`src/design/eac_pkg.sv`:
```
// Package with register layout and timing constants for the data EEPROM access control
package eac_pkg;
    localparam int          ADDR_W          = 11;
    localparam int          DATA_W          = 8;
    localparam int          BIT_READ        = 0;
    localparam int          BIT_WSTROBE     = 1;
    localparam int          BIT_ARM         = 2;
    localparam int          BIT_RIE         = 3;
    localparam logic [7:0]  CTRL_RSVD_MASK  = 8'hf0;
    localparam int          ARM_CYCLES      = 4;
    localparam int          WRITE_HALT      = 2;
    localparam int          READ_HALT       = 4;
    localparam int          OSC_CYCLES      = 8448;
    localparam int          OSC_KHZ         = 1000;
    localparam int          CLK_KHZ         = 50000;
    localparam int          WRITE_CLK_CYCLES = OSC_CYCLES * (CLK_KHZ / OSC_KHZ);
    localparam int          OSC_DIV         = CLK_KHZ / OSC_KHZ;

    typedef struct packed {
        logic              wr;
        logic [ADDR_W-1:0] addr;
        logic [DATA_W-1:0] data;
    } eac_mem_req_t;
endpackage : eac_pkg

```
`src/design/eac_ctrl.sv`:
```
// Data EEPROM access control: control, address and data registers, write timer, halts
`timescale 1ns/10ps
module eac_ctrl
    import eac_pkg::*;
#(
    parameter int WRITE_TICKS = OSC_CYCLES
) (
    input  wire logic              ref_clk,
    input  wire logic              rst,
    input  wire logic              ctrl_we,
    input  wire logic [7:0]        ctrl_wdata,
    input  wire logic              addr_lo_we,
    input  wire logic              addr_hi_we,
    input  wire logic [7:0]        addr_wdata,
    input  wire logic              data_we,
    input  wire logic [7:0]        data_wdata,
    input  wire logic              global_irq_en,
    input  wire logic              flash_selfprog_active,
    output logic [7:0]             nvm_control,
    output logic [15:0]            nvm_byte_address,
    output logic [DATA_W-1:0]      nvm_byte_data,
    output logic                   ready_irq,
    output logic                   cpu_halt,
    output eac_mem_req_t           mem_req,
    output logic                   mem_req_valid,
    input  wire logic [DATA_W-1:0] mem_rdata
);
    localparam int TW = $clog2(WRITE_TICKS + 1);
    localparam int AW = $clog2(ARM_CYCLES + 1);
    localparam int HW = $clog2(READ_HALT + 1);

    if (WRITE_TICKS < 1) begin : g_bad_ticks
        $error("WRITE_TICKS must be positive");
    end

    logic              rie_r, rie_nxt;
    // Power-up value only; rst leaves the write engine alone
    logic              busy_r = 1'b0;
    logic              busy_nxt;
    logic [AW-1:0]     arm_cnt_r, arm_cnt_nxt;
    logic [TW-1:0]     wtime_r = '0;
    logic [TW-1:0]     wtime_nxt;
    logic [HW-1:0]     halt_r, halt_nxt;
    logic [ADDR_W-1:0] addr_r, addr_nxt;
    logic [DATA_W-1:0] data_r, data_nxt;
    logic              req_v_r, req_v_nxt;
    eac_mem_req_t      req_r, req_nxt;
    logic              tick;
    logic              arm;
    logic              start_wr;
    logic              do_read;

    eac_osc_tick #(.DIV(OSC_DIV)) u_tick (
        .ref_clk (ref_clk),
        .rst     (rst),
        .tick    (tick)
    );

    // Strobe decode; no write may start while reset is held
    assign arm      = (arm_cnt_r != '0);
    assign start_wr = ctrl_we && ctrl_wdata[BIT_WSTROBE] && arm && !busy_r
                      && !flash_selfprog_active && !rst;
    assign do_read  = ctrl_we && ctrl_wdata[BIT_READ] && !busy_r;

    // Next values of arm window, write timer, halts and registers
    always_comb begin
        rie_nxt     = rie_r;
        busy_nxt    = busy_r;
        arm_cnt_nxt = arm_cnt_r;
        wtime_nxt   = wtime_r;
        halt_nxt    = (halt_r != '0) ? halt_r - 1'b1 : halt_r;
        addr_nxt    = addr_r;
        data_nxt    = data_r;
        req_v_nxt   = 1'b0;
        req_nxt     = req_r;
        if (arm) begin
            arm_cnt_nxt = arm_cnt_r - 1'b1;
        end
        if (ctrl_we) begin
            rie_nxt = ctrl_wdata[BIT_RIE];
            if (ctrl_wdata[BIT_ARM] && !ctrl_wdata[BIT_WSTROBE]) begin
                arm_cnt_nxt = AW'(ARM_CYCLES);
            end
        end
        if (busy_r && tick) begin
            if (wtime_r == TW'(1)) begin
                busy_nxt = 1'b0;
            end
            wtime_nxt = wtime_r - 1'b1;
        end
        if (start_wr) begin
            busy_nxt    = 1'b1;
            wtime_nxt   = TW'(WRITE_TICKS);
            arm_cnt_nxt = '0;
            halt_nxt    = HW'(WRITE_HALT);
            req_v_nxt   = 1'b1;
            req_nxt     = '{wr: 1'b1, addr: addr_r, data: data_r};
        end else if (do_read) begin
            data_nxt = mem_rdata;
            halt_nxt = HW'(READ_HALT);
        end
        if (!busy_r) begin
            if (addr_lo_we) addr_nxt[7:0] = addr_wdata;
            if (addr_hi_we) addr_nxt[ADDR_W-1:8] = addr_wdata[ADDR_W-9:0];
        end
        if (data_we) data_nxt = data_wdata;
    end

    // Write timer is not reset so a started write completes across reset
    always_ff @(posedge ref_clk) begin
        busy_r  <= busy_nxt;
        wtime_r <= wtime_nxt;
        addr_r  <= addr_nxt;
        data_r  <= data_nxt;
        req_r   <= req_nxt;
        if (rst) begin
            rie_r     <= 1'b0;
            arm_cnt_r <= '0;
            halt_r    <= '0;
            req_v_r   <= 1'b0;
        end else begin
            rie_r     <= rie_nxt;
            arm_cnt_r <= arm_cnt_nxt;
            halt_r    <= halt_nxt;
            req_v_r   <= req_v_nxt;
        end
    end

    // Control register read-back
    always_comb begin
        nvm_control              = 8'h00 & CTRL_RSVD_MASK;
        nvm_control[BIT_RIE]     = rie_r;
        nvm_control[BIT_ARM]     = arm;
        nvm_control[BIT_WSTROBE] = busy_r;
        nvm_control[BIT_READ]    = 1'b0;
    end

    assign nvm_byte_address = {5'h00, addr_r};
    assign nvm_byte_data    = data_r;
    assign ready_irq        = rie_r && global_irq_en && !busy_r;
    assign cpu_halt         = (halt_r != '0);
    assign mem_req          = req_r;
    assign mem_req_valid    = req_v_r;

    // Rule checks
    AST_RSVD_ZERO: assert property (@(posedge ref_clk) (nvm_control & CTRL_RSVD_MASK) == 8'h00)
        else $error("Reserved control bits nonzero");
    AST_IRQ: assert property (@(posedge ref_clk) disable iff (rst)
        ready_irq == (rie_r && global_irq_en && !nvm_control[BIT_WSTROBE]))
        else $error("Ready interrupt wrong");
    AST_IRQ_ON_DONE: assert property (@(posedge ref_clk) disable iff (rst)
        ($fell(busy_r) && rie_r && global_irq_en) |-> ready_irq)
        else $error("Ready interrupt missing after write");
    AST_START: assert property (@(posedge ref_clk) disable iff (rst)
        start_wr |=> busy_r && mem_req_valid && mem_req.wr)
        else $error("Write not started");
    AST_ARM_SET: assert property (@(posedge ref_clk) disable iff (rst)
        (ctrl_we && ctrl_wdata[BIT_ARM] && !ctrl_wdata[BIT_WSTROBE]) |=> arm)
        else $error("Arm not set");
    AST_SINGLE_REQ: assert property (@(posedge ref_clk) disable iff (rst)
        mem_req_valid |=> !mem_req_valid)
        else $error("Write request longer than one cycle");
    AST_NOARM: assert property (@(posedge ref_clk) disable iff (rst)
        (ctrl_we && ctrl_wdata[BIT_WSTROBE] && !arm && !busy_r) |=> !busy_r)
        else $error("Write without arm");
    AST_ARM_TIMEOUT: assert property (@(posedge ref_clk) disable iff (rst)
        (ctrl_we && ctrl_wdata[BIT_ARM] && !ctrl_wdata[BIT_WSTROBE]) ##1 !ctrl_we [*4] |=> !arm)
        else $error("Arm did not time out");
    AST_WR_DONE: assert property (@(posedge ref_clk) disable iff (rst)
        (busy_r && tick && wtime_r == TW'(1)) |=> !busy_r)
        else $error("Write did not finish on last tick");
    AST_WR_HOLD: assert property (@(posedge ref_clk)
        (busy_r && !(tick && wtime_r == TW'(1))) |=> busy_r)
        else $error("Write ended early");
    AST_WR_HALT: assert property (@(posedge ref_clk) disable iff (rst)
        start_wr |=> cpu_halt [*2] ##1 !cpu_halt)
        else $error("Write halt not two cycles");
    AST_NO_HALT_IDLE: assert property (@(posedge ref_clk) disable iff (rst)
        (!start_wr && !do_read && !cpu_halt) |=> !cpu_halt)
        else $error("Halt without access");
    AST_RD_DATA: assert property (@(posedge ref_clk) disable iff (rst)
        (do_read && !data_we) |=> nvm_byte_data == $past(mem_rdata))
        else $error("Read data not loaded");
    AST_RD_HALT: assert property (@(posedge ref_clk) disable iff (rst)
        (do_read && !start_wr) |=> cpu_halt [*4] ##1 !cpu_halt)
        else $error("Read halt not four cycles");
    AST_ADDR_HOLD: assert property (@(posedge ref_clk) disable iff (rst)
        busy_r |=> $stable(addr_r))
        else $error("Address changed during write");
    AST_RD_REFUSED: assert property (@(posedge ref_clk) disable iff (rst)
        (ctrl_we && ctrl_wdata[BIT_READ] && busy_r && !data_we) |=> $stable(data_r))
        else $error("Read taken during write");
    AST_FLASH: assert property (@(posedge ref_clk) disable iff (rst)
        flash_selfprog_active |=> !mem_req_valid)
        else $error("Write during flash programming");
    AST_ADDR_HI_ZERO: assert property (@(posedge ref_clk) nvm_byte_address[15:ADDR_W] == '0)
        else $error("Upper address bits nonzero");
    AST_REQ_CONTENT: assert property (@(posedge ref_clk) disable iff (rst)
        start_wr |=> mem_req.addr == $past(addr_r) && mem_req.data == $past(data_r))
        else $error("Write request carries wrong address or data");

    // Scenario coverage
    COV_WRITE: cover property (@(posedge ref_clk) disable iff (rst) start_wr);
    COV_READ:  cover property (@(posedge ref_clk) disable iff (rst) do_read);
    COV_DONE:  cover property (@(posedge ref_clk) disable iff (rst) $fell(busy_r));
    COV_IRQ:   cover property (@(posedge ref_clk) disable iff (rst) $rose(ready_irq));
    COV_RST_BUSY: cover property (@(posedge ref_clk) rst && busy_r);
endmodule : eac_ctrl

```
`src/design/eac_osc_tick.sv`:
```
// Divider producing a 1 MHz enable pulse from ref_clk
`timescale 1ns/10ps
module eac_osc_tick
    import eac_pkg::*;
#(
    parameter int DIV = OSC_DIV
) (
    input  wire logic ref_clk,
    input  wire logic rst,
    output logic      tick
);
    localparam int CW = $clog2(DIV);
    logic [CW-1:0] cnt_r;
    logic [CW-1:0] cnt_nxt;

    if (DIV < 2) begin : g_bad_div
        $error("DIV must be at least 2");
    end

    always_comb begin
        cnt_nxt = (cnt_r == CW'(DIV - 1)) ? '0 : cnt_r + 1'b1;
    end

    always_ff @(posedge ref_clk) begin
        if (rst) begin
            cnt_r <= '0;
        end else begin
            cnt_r <= cnt_nxt;
        end
    end

    assign tick = (cnt_r == CW'(DIV - 1));
endmodule : eac_osc_tick

```
`config.mk`:
```
export PLATFORM = sky130hd
export DESIGN_NAME = eac_ctrl
export DESIGN_NICKNAME = d
export VERILOG_FILES = /design/src/design/eac_pkg.sv /design/src/design/eac_ctrl.sv /design/src/design/eac_osc_tick.sv
export SDC_FILE = /design/constraint.sdc
export NUM_CORES = 1
export LEC_CHECK = 0
export BUFFER_PORTS_ARGS = -buffer_cell sky130_fd_sc_hd__buf_2
export CAP_MARGIN = 25
export CORE_ASPECT_RATIO = 1.5
export CORE_MARGIN = 4
export CORE_UTILIZATION = 53
export DETAILED_ROUTE_END_ITERATION = 10
export PLACE_DENSITY = 0.84
export SETUP_SLACK_MARGIN = 0.5
export SLEW_MARGIN = 20
export SYNTH_ARGS = -nofsm -noshare
export SYNTH_HDL_FRONTEND = slang
export SYNTH_SLANG_ARGS = --single-unit
```
`constraint.sdc`:
```
create_clock -name ref_clk -period 3.6 [get_ports ref_clk]
set_input_delay 1.08 -clock ref_clk [delete_from_list [all_inputs] [get_ports ref_clk]]
set_output_delay 1.08 -clock ref_clk [all_outputs]
set_load 0.05 [all_outputs]
```
==> results of run 1 <==
-- through the flow --
| stage | util | power [mW] | setup WS (ns) |
|---|---|---|---|
| detailed placement | 0.638 | 1.14 | 0.880 |
| CTS | 0.680 | 1.78 | 0.952 |
| floorplan | - | 1.10 | 0.754 |
| global placement | 0.638 | 1.13 | 0.946 |
| global route | 0.680 | 1.84 | 0.865 |
| finish | 0.680 | 1.76 | 0.972 |
-- routing by layer --
metal | routed length, µm | track usage | up-vias | part of all wire
met5 | 0 | 0 | - | 0
met4 | 146 | 0.0966 | 0 | 0.028
met3 | 346 | 0.0304 | 12 | 0.067
met2 | 2720 | 0.300 | 66 | 0.53
met1 | 1920 | 0.179 | 872 | 0.37
li1 | - | - | 923 | -
-- sequential cells by signal (all words and copies together), names as in the netlist --
register       count
nvm_byte_data      8
u_tick.cnt_r       6
addr_r            11
mem_req_valid      1
wtime_r           14
mem_req           19
busy_r             1
halt_r             3
arm_cnt_r          3
rie_r              1
-- layout by cell type, fill, tap and decap left out, types with 2 or more instances in the layout --
cell type	Yosys	routed
buf_2	1	79
edfxtp_1	38	38
dfxtp_1	29	29
nor2_1	26	26
nand2_1	11	11
conb_1	2	11
inv_1	10	10
xor2_1	10	10
clkbuf_8	0	9
mux2_2	8	8
ha_1	8	8
a21oi_1	7	7
nand2b_1	5	5
nand3_1	5	5
xnor2_1	4	4
nor4_1	4	4
nand4_1	4	4
or2_2	3	3
nor2b_1	3	3
or4_1	3	3
o31ai_1	3	3
and2_1	2	2
mux2i_1	2	2
or3_1	2	2
nor3_1	2	2
o21ai_0	2	2
bufinv_16	0	2
clkinv_1	0	2
-- cells in the mapped netlist --
cell,n
a21oi_1,7
xnor2_1,4
nand4b_1,1
nand4_1,4
buf_6,1
edfxtp_1,38
o31ai_1,3
nor2_1,26
nor2b_1,3
inv_1,10
o21a_1,1
or4_1,3
a211oi_1,1
nand3_1,5
o41ai_1,1
clkbuf_1,1
and3_1,1
mux2i_1,2
or3_1,2
mux2_2,8
buf_2,1
conb_1,2
a2111oi_0,1
o21ai_0,2
nor3_1,2
nand3b_1,1
dfxtp_1,29
nand2_1,11
nand2b_1,5
ha_1,8
nor3_2,1
or2_1,1
buf_4,14
xor2_1,10
nor4_1,4
nor4b_1,1
o21bai_1,1
or2_2,3
and2_1,2
and4bb_2,1
nand3_4,1
-- layout make-up --
class / count / area, µm²
multi-input cells: 138 / 900
inverters: 10 / 37.5
clock buffers: 10 / 128
flip-flops and latches: 67 / 1720
clock inverters: 6 / 80.1
fillers: 374 / 1570
well taps: 66 / 82.6
repair buffers: 80 / 403
-- worst reg2reg max path, cell delays in order (launching register included) --
cell      delay, ns
dfxtp_1        0.35
inv_1          0.07
ha_1           0.21
nand2b_1       0.18
nand4b_1       0.17
or2_2          0.36
inv_1          0.09
buf_4          0.33
-- cells by family after synthesis --
kind of cell / share of synthesized area
buf+inv: 0.0591
fa+ha+maj: 0.0364
mux: 0.0400
other cells: 0.00273
xor+xnor: 0.0446
compound gates: 0.0391
flops: 0.626
simple gates: 0.152
-- power breakdown --
group          switching [mW]  internal (mW)  leakage [nW]
clock network           0.256          0.384         0.101
logic                   0.181         0.0854         0.675
registers              0.0194          0.838         0.584
-- final timing paths --
| check | endpoint | slack [ns] |
|---|---|---|
| setup reg to reg | mem_req[16] | 1.51 |
| hold / removal | mem_req[8] | 0.45 |
| setup / recovery | cpu_halt | 0.97 |
| hold reg to reg | mem_req[8] | 0.45 |
==> results.cfg, run 1 <==
[outcome]
outcome = finished, final reports clean

[die]
start_util = 0.558
ios = 95
core-area_um2 = 4930
chipWidth_um = 66.8
dieHeight_um = 96.2
die_area_um2 = 6430
rows = 31

[synth]
syn-cell-area_um2 = 2750
synth.top_cell.area_share = 0.415
yosysTopAreaCell = edfxtp_1
syn_area_per_cell_um2 = 12.3
synthTopCellsByArea = edfxtp_1, dfxtp_1, buf_4, ha_1, nor2_1
seq_area_frac_synth = 0.626
synth_cells = 223
synthDistinctLibCells = 41
synth-seq-cells = 67
ys_warn_count = 0

[setup_path]
worst-r2r-cell-count = 7
cp_slowest_cell = dfxtp_1
crit_path_cell_trace = or2_2 > inv_1 > ha_1 > inv_1 > buf_2
cpMostUsedCell = inv_1
worstSetupEndpointType = output port
critPathBufInv = 3
crit_type = flop to output port
r2r-start = arm_cnt_r[0]
slowest_delay_ns = 0.34
startpoint_type = flop
path_delay_family = flip-flops
startpoint = halt_r[0]
cp_data_arrival_time_ns = 1.55
cp.required_ns = 2.52
crit_fanout = 5
path_depth = 5

[sta]
finalSetupViolations = 0
rsz0062_at_grt = false
finalHoldViolCount = 0
fin_crit_sh = 0.730
drv_slew = 0
slew_headroom = 0.520
layout_min_cycle_time_ns = 2.63
fin_skew_ns = 0.00465
max_freq_mhz = 380
worst_hold_slack_ns = 0.448
setup_tns_ns = 0
tightest_slew_ns = 0.719

[power]
leakage_nw = 1.36
power.density_nw_per_um2 = 526
peakVddDrop_v = 0.000492

[grt]
grt_pass1_vias = 1833
grt_max_degree = 32
grt_pass1_wl_um = 7980
grt.overflow.total = 0
track_usage = 0.167
antenna_found_initial = 0

[drt]
first_pass_iters = 4
avgRoutedWirePerCell_um = 13.6
viasPerCell = 4.97
num_vias = 1873
drt-total-wl_um = 5130
drt_iter0_drc = 78
ant_nets = 0
route.detailed.drc = 0

[min_path]
worstHoldPathCells = 0
hp-class = flop to flop
hp-start = addr_r[0]

[job]
max-cap-violations = 0

[clock_network]
clk_pin_slew_ns = 0.07
ctsRootBufferMaster = clkbuf_8
cts_made_buffers = 9
clock_sinks = 67
hold_buffers = 0
cts-htree-levels = 3
clk_latency_ns = 0.33
clockBufferDepth = 2
postCtsSetupBuffers = 0
ctsResizeCount = 0
cts_tree = yes

[finish]
drive_gt1_frac = 0.344
n_antenna_cell = 0
nets = 354
finalNonFillerCells = 377
area_growth_pct = 21.9
postLayoutCellArea_um2 = 3350

[place]
dp_cells = 361
dpl.hpwl_um = 3920
dpl_cell_area_um2 = 3140
place_congestion = 0.748
port_buffers = 79
Power figures use the tool's default switching activity.
==> run 2, diff against run 1 <==
--- a/config.mk
+++ b/config.mk
@@ -9,9 +9,9 @@
 export CAP_MARGIN = 25
 export CORE_ASPECT_RATIO = 1.5
 export CORE_MARGIN = 4
-export CORE_UTILIZATION = 53
+export CORE_UTILIZATION = 45
 export DETAILED_ROUTE_END_ITERATION = 10
-export PLACE_DENSITY = 0.84
+export PLACE_DENSITY = 0.76
 export SETUP_SLACK_MARGIN = 0.5
 export SLEW_MARGIN = 20
 export SYNTH_ARGS = -nofsm -noshare
==> constraint.sdc (replaced) <==
create_clock -name ref_clk -period 2.2 [get_ports ref_clk]
set_input_delay 0.66 -clock ref_clk [delete_from_list [all_inputs] [get_ports ref_clk]]
set_output_delay 0.66 -clock ref_clk [all_outputs]
set_load 0.05 [all_outputs]
==> results.cfg, run 2 (same netlist as run 1, synthesis figures left out) <==
[outcome]
outcome = finished, final reports clean

[finish]
largest_reg_flops = 19
area_growth_pct = 36.4
drive_gt1_frac = 0.480
layout_common_cells = buf_2, edfxtp_1, nor2_1, dfxtp_1, buf_4
final_common_cell = buf_2
fillers = 454
n_antenna_cell = 0
fin_util = 0.639
nets = 376

[setup_path]
cp_data_arrival_time_ns = 1.37
worst-r2r-cell-count = 8
worstSetupEndpointType = output port
crit_fanout = 2
startpoint_type = flop
crit_type = flop to output port
r2r-start = arm_cnt_r[0]
cp.required_ns = 1.54
rr_endpoint = mem_req[8]
ff2ff_setup_slack_ns = 0.52

[clock_network]
cts_tree = yes
cts-htree-levels = 3
clk_latency_ns = 0.35
ctsRootBufferMaster = clkbuf_8
hold_buffers = 0
clockBufferDepth = 2
cts_made_buffers = 9
clk_pin_slew_ns = 0.07
clock_sinks = 67

[drt]
route.met2.wl_um = 3370
wl_met1_um = 2210
avgRoutedWirePerCell_um = 15.2
first_pass_iters = 4
drt_iter0_drc = 103
viasPerCell = 4.91
ant_nets = 0
num_vias = 1989
route.detailed.drc = 0
drt-total-wl_um = 6170
dr.max_layer_used = met4
met3_wirelength_um = 454

[die]
dieHeight_um = 104
core-area_um2 = 5870
rows = 34
chipWidth_um = 71.8
start_util = 0.468
ios = 95
die_area_um2 = 7450

[place]
place_congestion = 0.783
dpl.hpwl_um = 3950
port_buffers = 79

[grt]
track_usage = 0.164
antenna_found_initial = 0
grt_pass1_vias = 1964
grt.overflow.total = 0
grt_max_degree = 13
grt_pass1_wl_um = 9280

[sta]
finalSetupViolations = 0
drv_slew = 0
finalHoldViolCount = 0
slew_headroom = 0.519
tightest_slew_ns = 0.720
layout_min_cycle_time_ns = 2.03
fin_crit_sh = 0.925
rsz0062_at_grt = true
fin_skew_ns = 0.00921
max_freq_mhz = 492
setup_tns_ns = 0
worst_hold_slack_ns = 0.431

[min_path]
hp-start = u_tick.cnt_r[0]
hp-class = flop to flop
holdPathEnd = u_tick.cnt_r[0]
worstHoldPathCells = 1

[job]
max-cap-violations = 0

[power]
peakVddDrop_v = 0.000912
power.density_nw_per_um2 = 817
leakage_nw = 1.51
-- run 2: final cells by class --
| cell class | instances | area, µm² | area share |
|---|---|---|---|
| well taps | 72 | 90.1 | 0.0240 |
| clock buffers | 9 | 124 | 0.0330 |
| repair buffers | 102 | 687 | 0.183 |
| clock inverters | 7 | 67.6 | 0.0180 |
| inverters | 10 | 48.8 | 0.0130 |
| flip-flops and latches | 67 | 1730 | 0.462 |
| multi-input cells | 138 | 998 | 0.266 |
-- run 2: worst max-delay path by stage --
stage          startpoint  slack [ns]  cells after the start          end
6_report        halt_r[1]        0.17                      5     cpu_halt
2_1_floorplan     ctrl_we        0.43                      5   mem_req[0]
3_5_place_dp      ctrl_we        0.18                      6  mem_req[17]
4_1_cts         halt_r[0]        0.19                      5     cpu_halt
5_1_grt         halt_r[1]        0.12                      5     cpu_halt
3_3_place_gp      ctrl_we        0.19                      6  mem_req[16]
-- run 2: power breakdown --
group / leakage, nW / internal, mW / switching, mW / total, mW
clock network: 0.0931 / 0.519 / 0.482 / 1.00
registers: 0.585 / 1.37 / 0.0344 / 1.41
logic: 0.828 / 0.297 / 0.359 / 0.656
total: 1.51 / 2.19 / 0.875 / 3.06
-- run 2: metal layers --
metal | GRT usage | vias to the layer above
li1 | - | 969
met1 | 0.171 | 935
met4 | 0.0739 | 0
met5 | 0 | -
met3 | 0.0572 | 11
met2 | 0.289 | 74
-- run 2: stage by stage --
step | area, µm² | setup WS (ns) | total power, mW | instances
floorplan | 2850 | 0.434 | 1.82 | 232
global placement | 3220 | 0.195 | 1.87 | 368
detailed placement | 3220 | 0.176 | 1.89 | 368
CTS | 3620 | 0.187 | 3.00 | 398
global route | 3750 | 0.115 | 3.20 | 405
finish | 3750 | 0.166 | 3.06 | 405
-- run 2: repair_timing --
action | 4_1_cts | 5_1_grt
gates cloned | 1 | 1
gates resized for setup | 21 | 28
endpoints found under the setup margin | 42 | 42
pin swaps | 5 | 7
setup buffers | 13 | 6
-- run 2: critical path: stages, from the launching register on --
cell and delay (ns):
dfxtp_2 0.33, or2_4 0.25, inv_2 0.06, ha_4 0.14, clkinvlp_4 0.09, buf_8 0.15
==> run 3, diff against run 2 <==
--- a/config.mk
+++ b/config.mk
@@ -12,7 +12,9 @@
 export CORE_UTILIZATION = 45
 export DETAILED_ROUTE_END_ITERATION = 10
 export PLACE_DENSITY = 0.76
+export RECOVER_POWER = 100
 export SETUP_SLACK_MARGIN = 0.5
+export SKIP_LAST_GASP = 1
 export SLEW_MARGIN = 20
 export SYNTH_ARGS = -nofsm -noshare
 export SYNTH_HDL_FRONTEND = slang
==> results.cfg, run 3 (same netlist as run 1, synthesis figures left out) <==
[outcome]
outcome = finished, final reports clean

[grt]
grt.overflow.total = 0
grt_pass1_vias = 1964
track_usage = 0.164
grt_pass1_wl_um = 9280
antenna_found_initial = 0
grt_max_degree = 13

[drt]
drt-total-wl_um = 6240
avgRoutedWirePerCell_um = 15.4
route.detailed.drc = 0
viasPerCell = 4.90
num_vias = 1985
drt_iter0_drc = 118
first_pass_iters = 4
ant_nets = 0

[sta]
setup_tns_ns = 0
slew_headroom = 0.520
worst_slack_ns = 0.129
fin_crit_sh = 0.941
tightest_slew_ns = 0.718
rsz0062_at_grt = true
fin_skew_ns = 0.00913
max_freq_mhz = 483
finalHoldViolCount = 0
layout_min_cycle_time_ns = 2.07
finalSetupViolations = 0
drv_slew = 0

[setup_path]
crit_type = flop to output port
cp_data_arrival_time_ns = 1.41
startpoint_type = flop
r2r-start = busy_r
cp.required_ns = 1.54
worst-r2r-cell-count = 6
worstSetupEndpointType = output port
crit_fanout = 2
rr_endpoint = mem_req[8]
ff2ff_setup_slack_ns = 0.22

[power]
intPower_mw = 2.14
power.density_nw_per_um2 = 837
switchingPower_uw = 868
p_seq_frac = 0.468
comb_power_share = 0.199
peakVddDrop_v = 0.000790
clockPowerShare = 0.333
p_sw_frac = 0.288
leakage_nw = 1.35

[clock_network]
cts_tree = yes
cts-htree-levels = 3
clockBufferDepth = 2
hold_buffers = 0
cts_made_buffers = 9
clk_latency_ns = 0.35
clk_pin_slew_ns = 0.07
ctsRootBufferMaster = clkbuf_8
clock_sinks = 67

[finish]
area_growth_pct = 30.8
largest_reg_flops = 19
finalNonFillerCells = 405
drive_gt1_frac = 0.315
n_antenna_cell = 0
layout_common_cells = clkbuf_1, edfxtp_1, buf_2, nor2_1, dfxtp_1
fillers = 503
nets = 376
final_common_cell = clkbuf_1

[place]
dpl.hpwl_um = 3950
pre_cts_ws_ns = 0.176
port_buffers = 79
dp_cells = 368
place_congestion = 0.783

[die]
die_area_um2 = 7450
rows = 34
start_util = 0.468
chipWidth_um = 71.8
ios = 95
core-area_um2 = 5870
dieHeight_um = 104

[min_path]
holdPathEnd = u_tick.cnt_r[0]
hp-start = u_tick.cnt_r[0]
worstHoldPathCells = 1
hp-class = flop to flop

[job]
max-cap-violations = 0
## run 3: cell count changes in the layout (fill, tap and decap cells not counted), moves of 2 or more
cell,change
clkbuf_1,+49
buf_6,-2
buf_8,-2
buf_4,-8
clkbuf_2,+3
buf_2,-40
## run 3: metal layers
layer / GRT usage / wire length (µm) / up-vias
li1: - / - / 969
met1: 0.171 / 2270 / 927
met2: 0.289 / 3330 / 75
met3: 0.0572 / 483 / 14
met4: 0.0739 / 152 / 0
met5: 0 / 0 / -
## run 3: worst max-delay path by stage
stage | startpoint | endpoint | slack [ns] | cells past startpoint
after floorplan | ctrl_we | mem_req[0] | 0.43 | 5
after global placement | ctrl_we | mem_req[16] | 0.19 | 6
after detailed placement | ctrl_we | mem_req[17] | 0.18 | 6
after CTS | halt_r[0] | cpu_halt | 0.19 | 5
after global routing | halt_r[1] | cpu_halt | 0.08 | 5
final | halt_r[1] | cpu_halt | 0.13 | 5
## run 3: power groups by stage
stage / logic, mW / registers, mW / clock network, mW
2_1_floorplan: 0.365 / 1.46 / 0
3_3_place_gp: 0.443 / 1.43 / 0
3_5_place_dp: 0.456 / 1.43 / 0
4_1_cts: 0.587 / 1.40 / 1.02
5_1_grt: 0.657 / 1.42 / 1.07
6_report: 0.599 / 1.41 / 1.00
## run 3: repair_timing
action	CTS	global route
setup buffers	13	6
gates resized for setup	21	28
setup endpoints to repair	42	42
pin swaps	5	7
gates cloned	1	1
## run 3: per-stage QoR
| step | power [mW] | util | area, µm² | hold slack, ns |
|---|---|---|---|---|
| 2_1_floorplan | 1.82 | - | 2850 | 0.433 |
| 3_3_place_gp | 1.87 | 0.549 | 3220 | 0.426 |
| 3_5_place_dp | 1.89 | 0.549 | 3220 | 0.430 |
| 4_1_cts | 3.00 | 0.617 | 3620 | 0.447 |
| 5_1_grt | 3.15 | 0.613 | 3600 | 0.452 |
| 6_report | 3.01 | 0.613 | 3600 | 0.431 |
## run 3: critical path, cell delays in order (launching register included)
cell and delay (ns):
dfxtp_2 0.33, or2_4 0.25, inv_2 0.06, ha_4 0.14, clkinvlp_4 0.08, clkbuf_4 0.21
## run 3: area by class of cell
type                       count  area (µm²)  area share
clock inverter                 7        67.6      0.0188
multi-input combinational    138         976       0.271
inverter                      10        48.8      0.0136
clock buffer                   9         124      0.0344
timing repair buffer         102         561       0.156
sequential                    67        1730       0.481
tap                           72        90.1      0.0250
